===== config.mk =====
export PLATFORM = sky130hd
export DESIGN_NAME = timer_ch4_io_control
export DESIGN_NICKNAME = d
export VERILOG_FILES = /design/src/timer_ch4_pkg.sv /design/src/timer_ch4_chan_if.sv /design/src/timer_ch4_chan.sv /design/src/timer_ch4_io_control.sv
export VERILOG_INCLUDE_DIRS = /design/src
export SDC_FILE = /design/constraint.sdc
export NUM_CORES = 1
export LEC_CHECK = 0
export BUFFER_PORTS_ARGS = -buffer_cell sky130_fd_sc_hd__clkbuf_2
export CORE_ASPECT_RATIO = 2
export CORE_UTILIZATION = 35
export CTS_BUF_LIST = sky130_fd_sc_hd__clkbuf_16
export CTS_CLUSTER_SIZE = 10
export DETAILED_ROUTE_END_ITERATION = 10
export SLEW_MARGIN = 20
export SYNTH_ARGS = -nofsm -noshare
export SYNTH_HDL_FRONTEND = slang
export SYNTH_SLANG_ARGS = --single-unit

===== constraint.sdc =====
create_clock -name clock -period 2.12 [get_ports clock]
set_clock_uncertainty 0.05 [all_clocks]
set_input_delay 0.212 -clock clock [delete_from_list [all_inputs] [get_ports clock]]
set_output_delay 0.212 -clock clock [all_outputs]
set_load 0.05 [all_outputs]

===== src/timer_ch4_consts.svh =====
// register offsets, field positions, reset values and codes of the channel-4 i/o control block
// assumes it is included by bare name from every file that needs a number
`ifndef TIMER_CH4_CONSTS_SVH
`define TIMER_CH4_CONSTS_SVH

// ----------------------------------------
// bus geometry
// ----------------------------------------
`define ADDR_W 4
`define DATA_W 16
`define CNT_W 16

// ----------------------------------------
// register offsets
// ----------------------------------------
`define OFS_IO_CTRL_HIGH 4'h0
`define OFS_IO_CTRL_LOW 4'h1
`define OFS_MODE 4'h2
`define OFS_REG_A 4'h3
`define OFS_REG_B 4'h4
`define OFS_REG_C 4'h5
`define OFS_REG_D 4'h6
`define OFS_STATUS 4'h7
`define OFS_MASK 4'h8
`define OFS_PIN_STATE 4'h9

// ----------------------------------------
// field layout and codes
// ----------------------------------------
`define FIELD_LO_MSB 3
`define FIELD_HI_LSB 4
`define FIELD_HI_MSB 7
`define FIELD_CAPTURE_BIT 3
`define FIELD_INIT_BIT 2
`define ACT_NONE 2'h0
`define ACT_LOW 2'h1
`define ACT_HIGH 2'h2
`define ACT_TOGGLE 2'h3
`define EDGE_RISE 2'h0
`define EDGE_FALL 2'h1
`define MODE_BUF_A_BIT 0
`define MODE_BUF_B_BIT 1

// ----------------------------------------
// reset values and channel indices
// ----------------------------------------
`define RST_FIELD 4'h0
`define RST_CTRL 8'h00
`define RST_MODE 2'h0
`define RST_REG 16'h0000
`define RST_STATUS 8'h00
`define RST_MASK 8'h00
`define CH_A 0
`define CH_B 1
`define CH_C 2
`define CH_D 3
`define NUM_CH 4

`endif


===== src/timer_ch4_pkg.sv =====
// types shared by the channel-4 i/o control block
// assumes timer_ch4_consts.svh is on the include path
`include "timer_ch4_consts.svh"

package timer_ch4_pkg;

   // one compare/capture slot
   typedef struct packed {
      logic [3:0] field_prev;
      logic pin_prev;
      logic pin_lvl;
      logic pin_oe;
   } chan_state_t;

   typedef struct packed {
      logic [7:0] ctrl_hi;
      logic [7:0] ctrl_lo;
      logic [1:0] mode;
      logic [`NUM_CH*`DATA_W-1:0] regs;
      logic [7:0] status;
      logic [7:0] mask;
      logic [3:0] sync1;
      logic [3:0] sync2;
      logic [`DATA_W-1:0] rdata;
      logic irq;
   } top_state_t;

endpackage


===== src/timer_ch4_chan_if.sv =====
// carrier between the control top and one compare/capture slot
// assumes both ends run on the same clock
`timescale 1ns/1ps
`include "timer_ch4_consts.svh"

interface timer_ch4_chan_if;
   logic [3:0] field;
   logic inhibit;
   logic [`CNT_W-1:0] count;
   logic count_tick;
   logic [`DATA_W-1:0] value;
   logic pin_in;
   logic pin_out;
   logic pin_oe;
   logic capture;
   logic match;

   modport top (output field, inhibit, count, count_tick, value, pin_in, input pin_out, pin_oe, capture, match);
   modport slot (input field, inhibit, count, count_tick, value, pin_in, output pin_out, pin_oe, capture, match);
endinterface


===== src/timer_ch4_chan.sv =====
// one compare/capture slot: pin drive in compare mode, edge detection in capture mode
// assumes pin_in is already synchronised and count/value come from the same clock
`timescale 1ns/1ps
`include "timer_ch4_consts.svh"

module timer_ch4_chan (
   input wire logic clock, // 25 MHz
   input wire logic reset_n, // async, active low
   timer_ch4_chan_if.slot port // slot side of carrier
);

   timer_ch4_pkg::chan_state_t s_r;
   timer_ch4_pkg::chan_state_t s_nxt;
   logic [3:0] fld;
   logic rise;
   logic fall;
   logic cmp_hit;

   // buffered slot behaves as output disabled
   assign fld = port.inhibit ? `RST_FIELD : port.field;
   assign rise = port.pin_in & ~s_r.pin_prev;
   assign fall = ~port.pin_in & s_r.pin_prev;
   assign cmp_hit = port.count_tick && (port.count == port.value);

   assign port.match = ~port.inhibit & ~fld[`FIELD_CAPTURE_BIT] & cmp_hit;
   assign port.capture = ~port.inhibit & fld[`FIELD_CAPTURE_BIT]
      & ((fld[1:0] == `EDGE_RISE) & rise
      | (fld[1:0] == `EDGE_FALL) & fall
      | fld[1] & (rise | fall));
   assign port.pin_out = s_r.pin_lvl;
   assign port.pin_oe = s_r.pin_oe;

   always_comb begin
      s_nxt = s_r;
      s_nxt.pin_prev = port.pin_in;
      s_nxt.field_prev = fld;
      s_nxt.pin_oe = ~fld[`FIELD_CAPTURE_BIT] & (fld[1:0] != `ACT_NONE);
      if (fld != s_r.field_prev) begin
         // new setting loads the level seen before the first match
         s_nxt.pin_lvl = fld[`FIELD_INIT_BIT];
      end else if (port.match) begin
         unique case (fld[1:0])
            `ACT_NONE: s_nxt.pin_lvl = s_r.pin_lvl;
            `ACT_LOW: s_nxt.pin_lvl = 1'b0;
            `ACT_HIGH: s_nxt.pin_lvl = 1'b1;
            `ACT_TOGGLE: s_nxt.pin_lvl = ~s_r.pin_lvl;
         endcase
      end
   end

   always_ff @(posedge clock or negedge reset_n) begin
      if (!reset_n) begin
         s_r <= '0;
      end else begin
         s_r <= s_nxt;
      end
   end

endmodule // timer_ch4_chan


===== src/timer_ch4_io_control.sv =====
// channel-4 i/o control: two control registers, four compare/capture slots, pins and interrupt
// assumes count and count_tick come from the channel counter on the same clock; pins are asynchronous
//
// Summary of operation
// - the high control register holds field b in bits 7..4 and field a in 3..0, the low one d in 7..4 and c in 3..0.
// - a field whose top bit is 0 makes its slot an output compare, 1 an input capture.
// - codes 0000 and 0100 leave the pin undriven, and every field resets to 0000.
// - codes 0001 and 0101 drive the pin low on a match, and bit 2 gives the level before the first match.
// - codes 0010 and 0110 drive the pin high on a match, starting from 0 or 1.
// - codes 0011 and 0111 invert the pin on a match, starting from 0 or 1.
// - codes 1000 and 1100 capture the counter on a rising edge of the slot's own pin.
// - codes 1001 and 1101 capture the counter on a falling edge of the pin.
// - codes 1010, 1011, 1110 and 1111 capture on both edges of the pin.
// - with buffer enable b set, slot d neither compares nor captures and its field has no effect.
// - with buffer enable a set, slot c neither compares nor captures and its field has no effect.
//
// Chosen here: strobed register access and the placing of the registers.
`timescale 1ns/1ps
`include "timer_ch4_consts.svh"

module timer_ch4_io_control (
   input wire logic clock, // 25 MHz
   input wire logic reset_n, // async, active low
   input wire logic [`ADDR_W-1:0] addr, // register offset
   input wire logic [`DATA_W-1:0] wdata, // write data
   input wire logic wr, // write strobe
   input wire logic rd, // read strobe
   output logic [`DATA_W-1:0] rdata, // read data, cycle after rd
   input wire logic [`CNT_W-1:0] count, // channel counter value
   input wire logic count_tick, // counter took a new value
   input wire logic [3:0] ch4_pin_in, // pin levels, bit 0 = a
   output logic [3:0] ch4_pin_out, // pin drive levels
   output logic [3:0] ch4_pin_oe, // pin drive enables
   output logic irq // level interrupt
);

   // ----------------------------------------
   // state
   // ----------------------------------------
   timer_ch4_pkg::top_state_t s_r;
   timer_ch4_pkg::top_state_t s_nxt;

   logic [3:0] fields [`NUM_CH];
   logic [`NUM_CH-1:0] inhibit;
   logic [`NUM_CH-1:0] cap;
   logic [`NUM_CH-1:0] mat;
   logic [`NUM_CH-1:0] slot_out;
   logic [`NUM_CH-1:0] slot_oe;

   timer_ch4_chan_if ch_if [`NUM_CH] ();

   // ----------------------------------------
   // field decode
   // ----------------------------------------
   assign fields[`CH_A] = s_r.ctrl_hi[`FIELD_LO_MSB:0];
   assign fields[`CH_B] = s_r.ctrl_hi[`FIELD_HI_MSB:`FIELD_HI_LSB];
   assign fields[`CH_C] = s_r.ctrl_lo[`FIELD_LO_MSB:0];
   assign fields[`CH_D] = s_r.ctrl_lo[`FIELD_HI_MSB:`FIELD_HI_LSB];

   // buffer pairing: c backs a, d backs b
   assign inhibit[`CH_A] = 1'b0;
   assign inhibit[`CH_B] = 1'b0;
   assign inhibit[`CH_C] = s_r.mode[`MODE_BUF_A_BIT];
   assign inhibit[`CH_D] = s_r.mode[`MODE_BUF_B_BIT];

   // ----------------------------------------
   // slots
   // ----------------------------------------
   genvar g;
   generate
      for (g = 0; g < `NUM_CH; g++) begin : g_slot
         assign ch_if[g].field = fields[g];
         assign ch_if[g].inhibit = inhibit[g];
         assign ch_if[g].count = count;
         assign ch_if[g].count_tick = count_tick;
         assign ch_if[g].value = s_r.regs[g*`DATA_W +: `DATA_W];
         // only the second stage reaches the slot's edge logic
         assign ch_if[g].pin_in = s_r.sync2[g];
         assign cap[g] = ch_if[g].capture;
         assign mat[g] = ch_if[g].match;
         assign slot_out[g] = ch_if[g].pin_out;
         assign slot_oe[g] = ch_if[g].pin_oe;

         timer_ch4_chan u_chan (
            .clock(clock),
            .reset_n(reset_n),
            .port(ch_if[g])
         );
      end
   endgenerate

   // ----------------------------------------
   // next state
   // ----------------------------------------
   always_comb begin
      s_nxt = s_r;
      s_nxt.sync1 = ch4_pin_in;
      s_nxt.sync2 = s_r.sync1;
      s_nxt.rdata = '0;

      // software writes
      if (wr) begin
         unique case (addr)
            `OFS_IO_CTRL_HIGH: s_nxt.ctrl_hi = wdata[7:0];
            `OFS_IO_CTRL_LOW: s_nxt.ctrl_lo = wdata[7:0];
            `OFS_MODE: s_nxt.mode = wdata[1:0];
            `OFS_REG_A: s_nxt.regs[`CH_A*`DATA_W +: `DATA_W] = wdata;
            `OFS_REG_B: s_nxt.regs[`CH_B*`DATA_W +: `DATA_W] = wdata;
            `OFS_REG_C: s_nxt.regs[`CH_C*`DATA_W +: `DATA_W] = wdata;
            `OFS_REG_D: s_nxt.regs[`CH_D*`DATA_W +: `DATA_W] = wdata;
            `OFS_MASK: s_nxt.mask = wdata[7:0];
            default: s_nxt.mask = s_r.mask;
         endcase
      end

      // reads; status clears on read
      if (rd) begin
         unique case (addr)
            `OFS_IO_CTRL_HIGH: s_nxt.rdata = {8'h00, s_r.ctrl_hi};
            `OFS_IO_CTRL_LOW: s_nxt.rdata = {8'h00, s_r.ctrl_lo};
            `OFS_MODE: s_nxt.rdata = {14'h0, s_r.mode};
            `OFS_REG_A: s_nxt.rdata = s_r.regs[`CH_A*`DATA_W +: `DATA_W];
            `OFS_REG_B: s_nxt.rdata = s_r.regs[`CH_B*`DATA_W +: `DATA_W];
            `OFS_REG_C: s_nxt.rdata = s_r.regs[`CH_C*`DATA_W +: `DATA_W];
            `OFS_REG_D: s_nxt.rdata = s_r.regs[`CH_D*`DATA_W +: `DATA_W];
            `OFS_STATUS: begin
               s_nxt.rdata = {8'h00, s_r.status};
               s_nxt.status = `RST_STATUS;
            end
            `OFS_MASK: s_nxt.rdata = {8'h00, s_r.mask};
            `OFS_PIN_STATE: s_nxt.rdata = {8'h00, slot_oe, s_r.sync2};
            default: s_nxt.rdata = '0;
         endcase
      end

      // hardware capture beats a same-cycle software write
      for (int i = 0; i < `NUM_CH; i++) begin
         if (cap[i]) begin
            s_nxt.regs[i*`DATA_W +: `DATA_W] = count;
         end
      end

      // events set after the read clear so a coincident event survives
      s_nxt.status = s_nxt.status | {cap, mat};
      s_nxt.irq = |(s_nxt.status & s_nxt.mask);
   end

   // ----------------------------------------
   // registers
   // ----------------------------------------
   always_ff @(posedge clock or negedge reset_n) begin
      if (!reset_n) begin
         s_r.ctrl_hi <= `RST_CTRL;
         s_r.ctrl_lo <= `RST_CTRL;
         s_r.mode <= `RST_MODE;
         s_r.regs <= '0;
         s_r.status <= `RST_STATUS;
         s_r.mask <= `RST_MASK;
         s_r.sync1 <= '0;
         s_r.sync2 <= '0;
         s_r.rdata <= '0;
         s_r.irq <= 1'b0;
      end else begin
         s_r <= s_nxt;
      end
   end

   // ----------------------------------------
   // outputs
   // ----------------------------------------
   // pin levels and enables come straight from the slot flops
   assign ch4_pin_out = slot_out;
   assign ch4_pin_oe = slot_oe;
   assign rdata = s_r.rdata;
   assign irq = s_r.irq;

endmodule // timer_ch4_io_control


### After elaboration in Yosys (flattened, before gate mapping)

Index checks and enable logic that the tools add are counted.

* flip-flop bits (word level): 151
* bits of input ports: 45
* output and inout bits: 25
* word-level logic and storage cells: 196

* eq/ne operators: 33
* multiplexer cells: 29
* bitwise operators: 68
* reduce and logical (&&, ||, !) cells: 37

Operators by type and width (number)
* case mux 16 bit (10 select lines): 1
* two-way mux 16 bit: 9
* equality test 16 bit: 4
* two-way mux 64 bit: 1
* AND 1 bit: 36
* two-way mux 8 bit: 4
* nonzero test 2 bit: 16
* AND reduction 2 bit: 11
* NOT 1 bit: 18
* equality test 2 bit, second input constant: 8
* equality test 4 x 3 -> 1 bit, second input constant: 4
* != test 4 bit: 4
* OR 1 bit: 12
* case mux 1 bit (3 select lines): 4
* AND 8 bit: 1
* equality test 2 x 1 -> 1 bit, second input constant: 4
* equality test 4 x 2 -> 1 bit, second input constant: 2
* equality test 4 bit, second input constant: 2
* logical NOT 2 bit: 4
* two-way mux 1 bit: 8
* two-way mux 4 bit: 2
* != test 2 bit, second input constant: 4
* OR 8 bit: 1
* OR reduction 8 bit: 1
* 3 further kinds: 6

### Logic depth before layout (Yosys ltp)

Gate-level depths: netlist (run 1).

* depth in word-level cells: 9
* mapped depth: 8
* mapped depth without buffers: 8

### Hierarchy

Synthesis (run 1) repeated with hierarchy kept, for this count alone.

* cells, all modules: 836
* area, all modules: 8478.1 um^2

By module, submodules not included
* timer_ch4_io_control: instances 1, cells each 560, area an instance 5965.7 um^2, sequential area each 3078.0 um^2
* timer_ch4_chan: instances 4, cells each 69, area an instance 628.1 um^2, sequential area each 175.2 um^2

### Worst setup path before layout (run 1)

No wires, ideal clock.

* path kind: input-to-reg
* start point: input addr[1]
* end point: register irq (netlist name)
* setup time: 0.138 ns
* data arrival time: 1.798 ns
* required time: 1.932 ns
* slack: 0.135 ns
* cell stages on the path: 7
* buffers on the path: 1
* cell sequence: buf_6 -> nor4b_4 -> nand2_4 -> mux2_4 -> and3_4 -> nor4_2 -> nand4_1

RTL lines
* from (decl): line timer_ch4_io_control.sv:24 `` input wire logic [`ADDR_W-1:0] addr, ``

### Worst setup path after layout (run 1)

* start point: register s_r (netlist bit ch_if[1].value[15])
* end point: register g_slot[1].u_chan.s_r (netlist bit g_slot[1].u_chan.port.pin_out)

* word-level cells in the longest chain between the ends: 5

Ends and longest elaborated chain
* from (decl): line timer_ch4_io_control.sv:40 `timer_ch4_pkg::top_state_t s_r;`
* from (signal assigned): line timer_ch4_io_control.sv:164 `s_r <= s_nxt;`
* equality test 16 bit: line timer_ch4_chan.sv:23 `assign cmp_hit = port.count_tick && (port.count == port.value);`
* logical AND 1 bit: line timer_ch4_chan.sv:23
* AND 1 bit: line timer_ch4_chan.sv:25 `` assign port.match = ~port.inhibit & ~fld[`FIELD_CAPTURE_BIT] & cmp_hit; ``
* nonzero test 2 bit (no source line)
* AND reduction 2 bit (no source line)
* to (signal assigned): line timer_ch4_chan.sv:55 `s_r <= s_nxt;`
* to (decl): line timer_ch4_chan.sv:12 `timer_ch4_pkg::chan_state_t s_r;`

No other way between the ends.
A chain may end at the register's enable or synchronous reset.

==> results of run 1 <==
what timing repair did:
action	in CTS	in global routing
hold endpoints to repair	46	0
pin swaps	0	0
hold buffers	5	0
setup endpoints to repair	2	7
gates resized for setup	3	5
cell families after synthesis:
family / after synthesis
XOR/XNOR: 78
flip-flops: 151
buffers and inverters: 96
AND/OR/NAND/NOR: 193
multiplexers: 103
adder cells (fa/ha/maj): 8
AO/OA/AOI/OAI: 157
power by group:
part	total, uW	switching (uW)	internal [uW]
logic	3660	2060	1600
registers	4760	976	3790
clock network	3020	1290	1730
total	11400	4330	7120
through the flow:
step | std cells | hold slack, ps | setup slack (ps) | TNS [ps]
after floorplan | 786 | -134 | 135 | 0
after global placement | 1142 | 142 | -206 | -206
after detailed placement | 1142 | 146 | -199 | -246
after CTS | 1179 | 56.9 | 24.4 | 0
after global routing | 1180 | 80.2 | 5.87 | 0
final | 1180 | 63.5 | 68.1 | 0
cell usage in the layout (no fill, tap or decap), types with 4 or more instances in the layout:
master and count:
a211oi_1 5, a21oi_1 81, a221oi_1 4, a22oi_1 32, buf_12 4, buf_4 78
clkbuf_16 17, clkbuf_2 68, clkinvlp_4 7, dfrtp_1 151, dlygate4sd3_1 5, ha_1 8
inv_1 22, mux2_2 24, mux2i_1 77, nand2_1 22, nand2b_1 8, nand3_1 9
nand4_1 10, nor2_1 93, nor2b_1 13, nor3_1 11, nor4_1 9, o22ai_1 4
o32ai_1 4, xnor2_1 37, xor2_1 39
worst paths after layout:
check,depth (start not counted),to,start
min,3,ch_if[2].value[8]$_DFFE_PN0P_,wdata[8]
min reg2reg,0,ch_if[3].pin_in$_DFF_PN0_,s_nxt[20]$_DFF_PN0_
min in group asynchronous,2,rdata[0]$_DFF_PN0_,reset_n
max,8,g_slot[1].u_chan.port.pin_out$_DFFE_PN0P_,ch_if[1].value[15]$_DFFE_PN0P_
max reg2reg,8,g_slot[1].u_chan.port.pin_out$_DFFE_PN0P_,ch_if[1].value[15]$_DFFE_PN0P_
max in group asynchronous,3,ch_if[3].value[3]$_DFFE_PN0P_,reset_n
worst reg2reg max path, cell delays in order (launching register included):
cell and delay [ps]:
dfrtp_1 440, xnor2_4 230, nand4_1 120, nor4b_1 270, buf_4 160, nand4_1 100
buf_4 180, o21ba_2 180, o31ai_1 220
area by class of cell:
class | count | share of cell area [%]
Sequential cell | 151 | 39.0
Clock buffer | 17 | 4.39
Tap cell | 280 | 3.61
Multi-Input combinational cell | 539 | 39.6
Clock inverter | 15 | 1.60
Inverter | 21 | 0.813
Antenna cell | 1 | 0.0258
Timing Repair Buffer | 156 | 11.0
state kept, by name, summed over array words and instances, names as in the netlist:
register,cells
irq,1
g_slot.u_chan.s_r,20
s_r,16
ch_if.field,16
s_nxt,4
g_slot.u_chan.port.pin_out,4
g_slot.u_chan.port.pin_oe,4
ch_if.inhibit,2
rdata,16
ch_if.value,64
ch_if.pin_in,4
routing by layer:
layer	vias to the layer above	track usage [%]	wire length (um)
met3	111	4.36	1250
met5	-	0	0
met4	0	21.5	2600
met2	236	44.5	14900
met1	3141	25.2	9200
li1	2934	-	-
==> out/qor.yml, run 1 <==
logic_synthesis:
  yosys.area.top_type: "dfrtp_1"
  synth_edf_count: 0
  synth_top_family_by_area: "multiplexers"
  synth-seq-cells: 151
  synth_warnings: 0
  synthArstFlopShare_pct: 100
  synth_nets: 839
  synth_flop_cell: "dfrtp_1"
  ys_top_cells_by_count: "dfrtp_1, nor2_1, a21oi_1, mux2i_1, clkbuf_1"
  netlist_instances: 786
  syn-cell-area_sq_um: 8040
  ys_seq_area_share_pct: 47.0
  yosys.area_share.simple_pct: 11.7
  synthXorXnorAreaFrac_pct: 8.49
  synthMuxAreaShare_pct: 13.3
  synth.most_common_cell: "dfrtp_1"
  synthDistinctLibCells: 56
  synth_top_area_share_pct: 47.0
  syn_avg_cell_area_sq_um: 10.2
  synth_fa_ha_area_share_pct: 1.24
  synthTopCellsByArea: "dfrtp_1, mux2i_1, a21oi_1"
  synth_compound_area_share_pct: 12.4
cts:
  cts_root_buffer: "clkbuf_16"
  htree_levels: 4
  cts_tree: "built"
  clk_pin_slew_ps: 70
  cts_buffers: 17
  clock-sinks: 151
  postCtsSetupBuffers: 0
  clkLatencyLatePin_ps: 450
  cts_buffer_depth: 2
placed_design:
  routabilityCongestion: 0.935
  io_buffer_count: 69
  dp_hpwl_mm: 21.3
  placed_area_sq_um: 9030
timing:
  hold_viol_final: 0
  max_freq_ghz: 0.487
  maxSlewHeadroom_pct: 60.1
  finalMaxSlewViolations: 0
  post-route-period-util_pct: 96.8
  min_period_ps: 2050
  rsz0062_at_grt: "no"
  tightest_slew_ps: 597
  setup_viol: 0
route:
  final_antenna_net_count: 0
  vias_per_cell: 5.44
  wl_per_cell_um: 23.7
  num_vias: 6422
  wl_mm: 28.0
  firstDrtPassIters: 5
  drt_drc_violations_left: 0
  drtIter0Drc: 406
grt:
  grt_start_max_net_pins: 47
  grt_pass1_vias: 6686
  grt_pass1_wl_mm: 41.9
  grt.overflow.total: 0
  grt_use_total_pct: 25.4
  grt_antenna_before_repair: 1
power:
  totalPowerFinal_uw: 11400
  peakVddDrop_uv: 525
  p_leak_uw: 0.00465
  p_per_area_nw_per_um2: 1180
outcome:
  status: "finished, final reports clean"
min_path:
  hold_path.class: "input port to register"
worst_setup_path:
  crit_family: "simple AND/OR/NAND/NOR gates"
  cp_data_required_time_ps: 2420
  path_cells: "xnor2_4, nand4_1, nor4b_1, buf_4, nand4_1, buf_4, o21ba_2, o31ai_1"
  cp.arrival_ps: 2360
  cp-start-kind: "register"
  cp_slowest_cell: "dfrtp_1"
  path_class: "register to register"
  cpPeakStageDelay_ps: 440
  crit_path_end_kind: "register"
  worst-path-buf-inv: 2
  path_max_fanout: 2
  reg2reg_slack_ps: 70
die:
  io_pins: 70
  num_rows: 78
  start_util_pct: 35.5
  die_x_um: 109
  die-area_sq_um: 23600
  core_sq_um: 22600
  die_h_um: 216
final_layout:
  seq_area_sq_um: 3780
  areaGrowthSynthToFinish_pct: 20.6
  nets: 939
  fillers: 2243
  fin_area_sq_um: 9700
  fin_util_pct: 42.8
  drive_gt1_share_pct: 24.7
  multi_input_area_sq_um: 3840
flow_run:
  cap_violations: 0
Note: power is estimated with default switching activity, not from simulation.
==> run 2, diff against run 1 <==
Settings changed: CTS_CLUSTER_DIAMETER set to 80, MAX_ROUTING_LAYER set to met4.
==> run 2 against run 1 <==
Global-route usage is 1.5 points higher; worst setup slack worse by 10 ps; register-to-register slack is essentially flat; die area stayed put; non-clock buffer count is 5 higher; sequential share of layout area down 0.64 points; first-iteration DRC count shrank 1.7%.
==> out/qor.yml, run 2 (synthesis gave the netlist of run 1 again) <==
timing:
  post-route-period-util_pct: 97.3  # +0.47 points
  rsz0062_at_grt: "yes"
  tightest_slew_ps: 737  # +140 ps
  min_period_ps: 2060  # +9.97 ps
  hold_viol_final: 0  # unchanged
  setup_viol: 0  # unchanged
  timing.hold.ws_ps: 68.9  # +5.48 ps
  max_freq_ghz: 0.485  # -0.48%
  maxSlewHeadroom_pct: 49.6  # -11 points
  finalMaxSlewViolations: 0  # unchanged
final_layout:
  nets: 944  # +0.53%
  fin_area_sq_um: 9860  # +1.7%
  layout_commonest_cell: "dfrtp_1"
  areaGrowthSynthToFinish_pct: 22.6
  final_cell_mix: "dfrtp_1, nor2_1, buf_4, a21oi_1, mux2i_1"
  drive_gt1_share_pct: 25.1  # +0.42 points
  fillers: 2224  # -0.85%
  largest_register_ffs: 64  # unchanged
  multi_input_area_sq_um: 3830  # -0.20%
  seq_area_sq_um: 3780  # unchanged
route:
  num_vias: 6528  # +1.7%
  drtIter0Drc: 399  # -1.7%
  final_antenna_net_count: 0  # unchanged
  wl_per_cell_um: 24.5  # +3.5%
  firstDrtPassIters: 5  # unchanged
  drt_drc_violations_left: 0  # unchanged
  vias_per_cell: 5.51  # +1.2%
  wl_mm: 29.1  # +3.9%
grt:
  grt.overflow.total: 0  # unchanged
  use_met1_pct: 26.5  # +1.4 points
  busiest_layer: "met2"
  grt_antenna_before_repair: 1  # unchanged
  grt_use_total_pct: 26.9  # +1.5 points
  grt_pass1_vias: 6688  # +0.030%
  use_met2_pct: 47.1  # +2.6 points
  grt_pass1_wl_mm: 42.9  # +2.5%
  grt_start_max_net_pins: 57  # +21%
  met3_usage_pct: 4.12  # -0.24 points
die:
  core_sq_um: 22600  # unchanged
  start_util_pct: 35.5  # unchanged
  die-area_sq_um: 23600  # unchanged
  num_rows: 78  # unchanged
  die_x_um: 109  # unchanged
  io_pins: 70  # unchanged
  die_h_um: 216  # unchanged
power:
  p_per_area_nw_per_um2: 1230  # +4.0%
  p_leak_uw: 0.00475  # +2.1%
  peakVddDrop_uv: 515  # -1.9%
cts:
  cts_root_buffer: "clkbuf_16"
  cts_tree: "built"
  cts_buffer_depth: 2  # unchanged
  postCtsSetupBuffers: 0  # unchanged
  clkLatencyLatePin_ps: 440  # about the same
  htree_levels: 4  # unchanged
  cts_buffers: 17  # unchanged
  clk_pin_slew_ps: 60  # about the same
  clock-sinks: 151  # unchanged
worst_setup_path:
  crit_path_end_kind: "register"
  cp_data_required_time_ps: 2430  # about the same
  cp.arrival_ps: 2370  # about the same
  cpPeakStageDelay_ps: 420  # -20 ps
  cp_slowest_cell: "dfrtp_1"
  crit_family: "buffers and inverters"
  path_cells: "inv_1, ha_1, mux2_2, o211ai_1, buf_4, nor2_1, a21oi_1"
  path_max_fanout: 32  # +30
  path_class: "register to register"
  worst-path-buf-inv: 2  # unchanged
  cp-start-kind: "register"
placed_design:
  io_buffer_count: 69  # unchanged
  placed_area_sq_um: 9080  # +0.55%
  dp_hpwl_mm: 22.0  # +3.4%
  routabilityCongestion: 0.999  # +6.8%
min_path:
  hold_path.class: "input port to register"
outcome:
  status: "finished, final reports clean"
flow_run:
  cap_violations: 0  # unchanged
run 2: where the power goes:
| group | switching (uW) | internal (uW) | total [uW] |
|---|---|---|---|
| Clock | 1270 | 2330 | 3600 |
| Sequential | 998 | 3790 | 4790 |
| Combinational | 2120 | 1600 | 3720 |
| Total | 4380 | 7720 | 12100 |
run 2: worst register-to-register path: cells and delay by family, from the launching register on:
kind            cells  cell delay, ps
flops               1             420
compound gates      2             450
mux                 1             260
buf+inv             2             490
fa+ha+maj           1             190
simple gates        1             120
run 2: final timing paths:
path / startpoint / end / slack [ps] / cells past startpoint
min: wdata[12] / ch_if[3].value[12]$_DFFE_PN0P_ / 70 / 3
max reg2reg: ch_if[1].pin_in$_DFF_PN0_ / ch_if[1].value[12]$_DFFE_PN0P_ / 60 / 7
max in group asynchronous: reset_n / s_r[33]$_DFF_PN0_ / 1070 / 3
max: ch_if[1].pin_in$_DFF_PN0_ / ch_if[1].value[12]$_DFFE_PN0P_ / 60 / 7
min in group asynchronous: reset_n / rdata[0]$_DFF_PN0_ / 260 / 2
min reg2reg: s_nxt[20]$_DFF_PN0_ / ch_if[3].pin_in$_DFF_PN0_ / 300 / 0
run 2: metrics by stage:
step           setup WS (ps)  total power (uW)  instances  utilization (%)  setup TNS, ps
4_1_cts                 43.5             12100       1184             43.4              0
5_1_grt                -81.2             12600       1185             43.6           -330
6_report                58.1             12100       1185             43.6              0
2_1_floorplan            135              6940        786                -              0
3_3_place_gp            -252              8350       1147             40.1           -264
3_5_place_dp            -195              8420       1147             40.1           -290
run 2: area by class of cell:
type | count | area share [%]
antenna | 1 | 0.0254
clock buffer | 17 | 4.31
clock inverter | 15 | 2.78
inverter | 21 | 0.799
multi-input combinational | 539 | 38.9
sequential | 151 | 38.3
tap | 280 | 3.55
timing repair buffer | 161 | 11.3
run 2: layer usage:
layer  vias to the layer above  share of wire [%]  routed length (um)
met5                         -                  0                   0
met4                         0                7.7                2230
met3                        95                3.8                1120
met1                      3255                 33                9700
met2                       229                 55               16000
li1                       2949                  -                   -
run 2: what timing repair did:
| item | in CTS | in global routing |
|---|---|---|
| hold buffers | 5 | 0 |
| resized for setup | 2 | 4 |
| endpoints found under the hold margin | 54 | 0 |
| setup endpoints to repair | 2 | 9 |
| pin swaps | 0 | 1 |
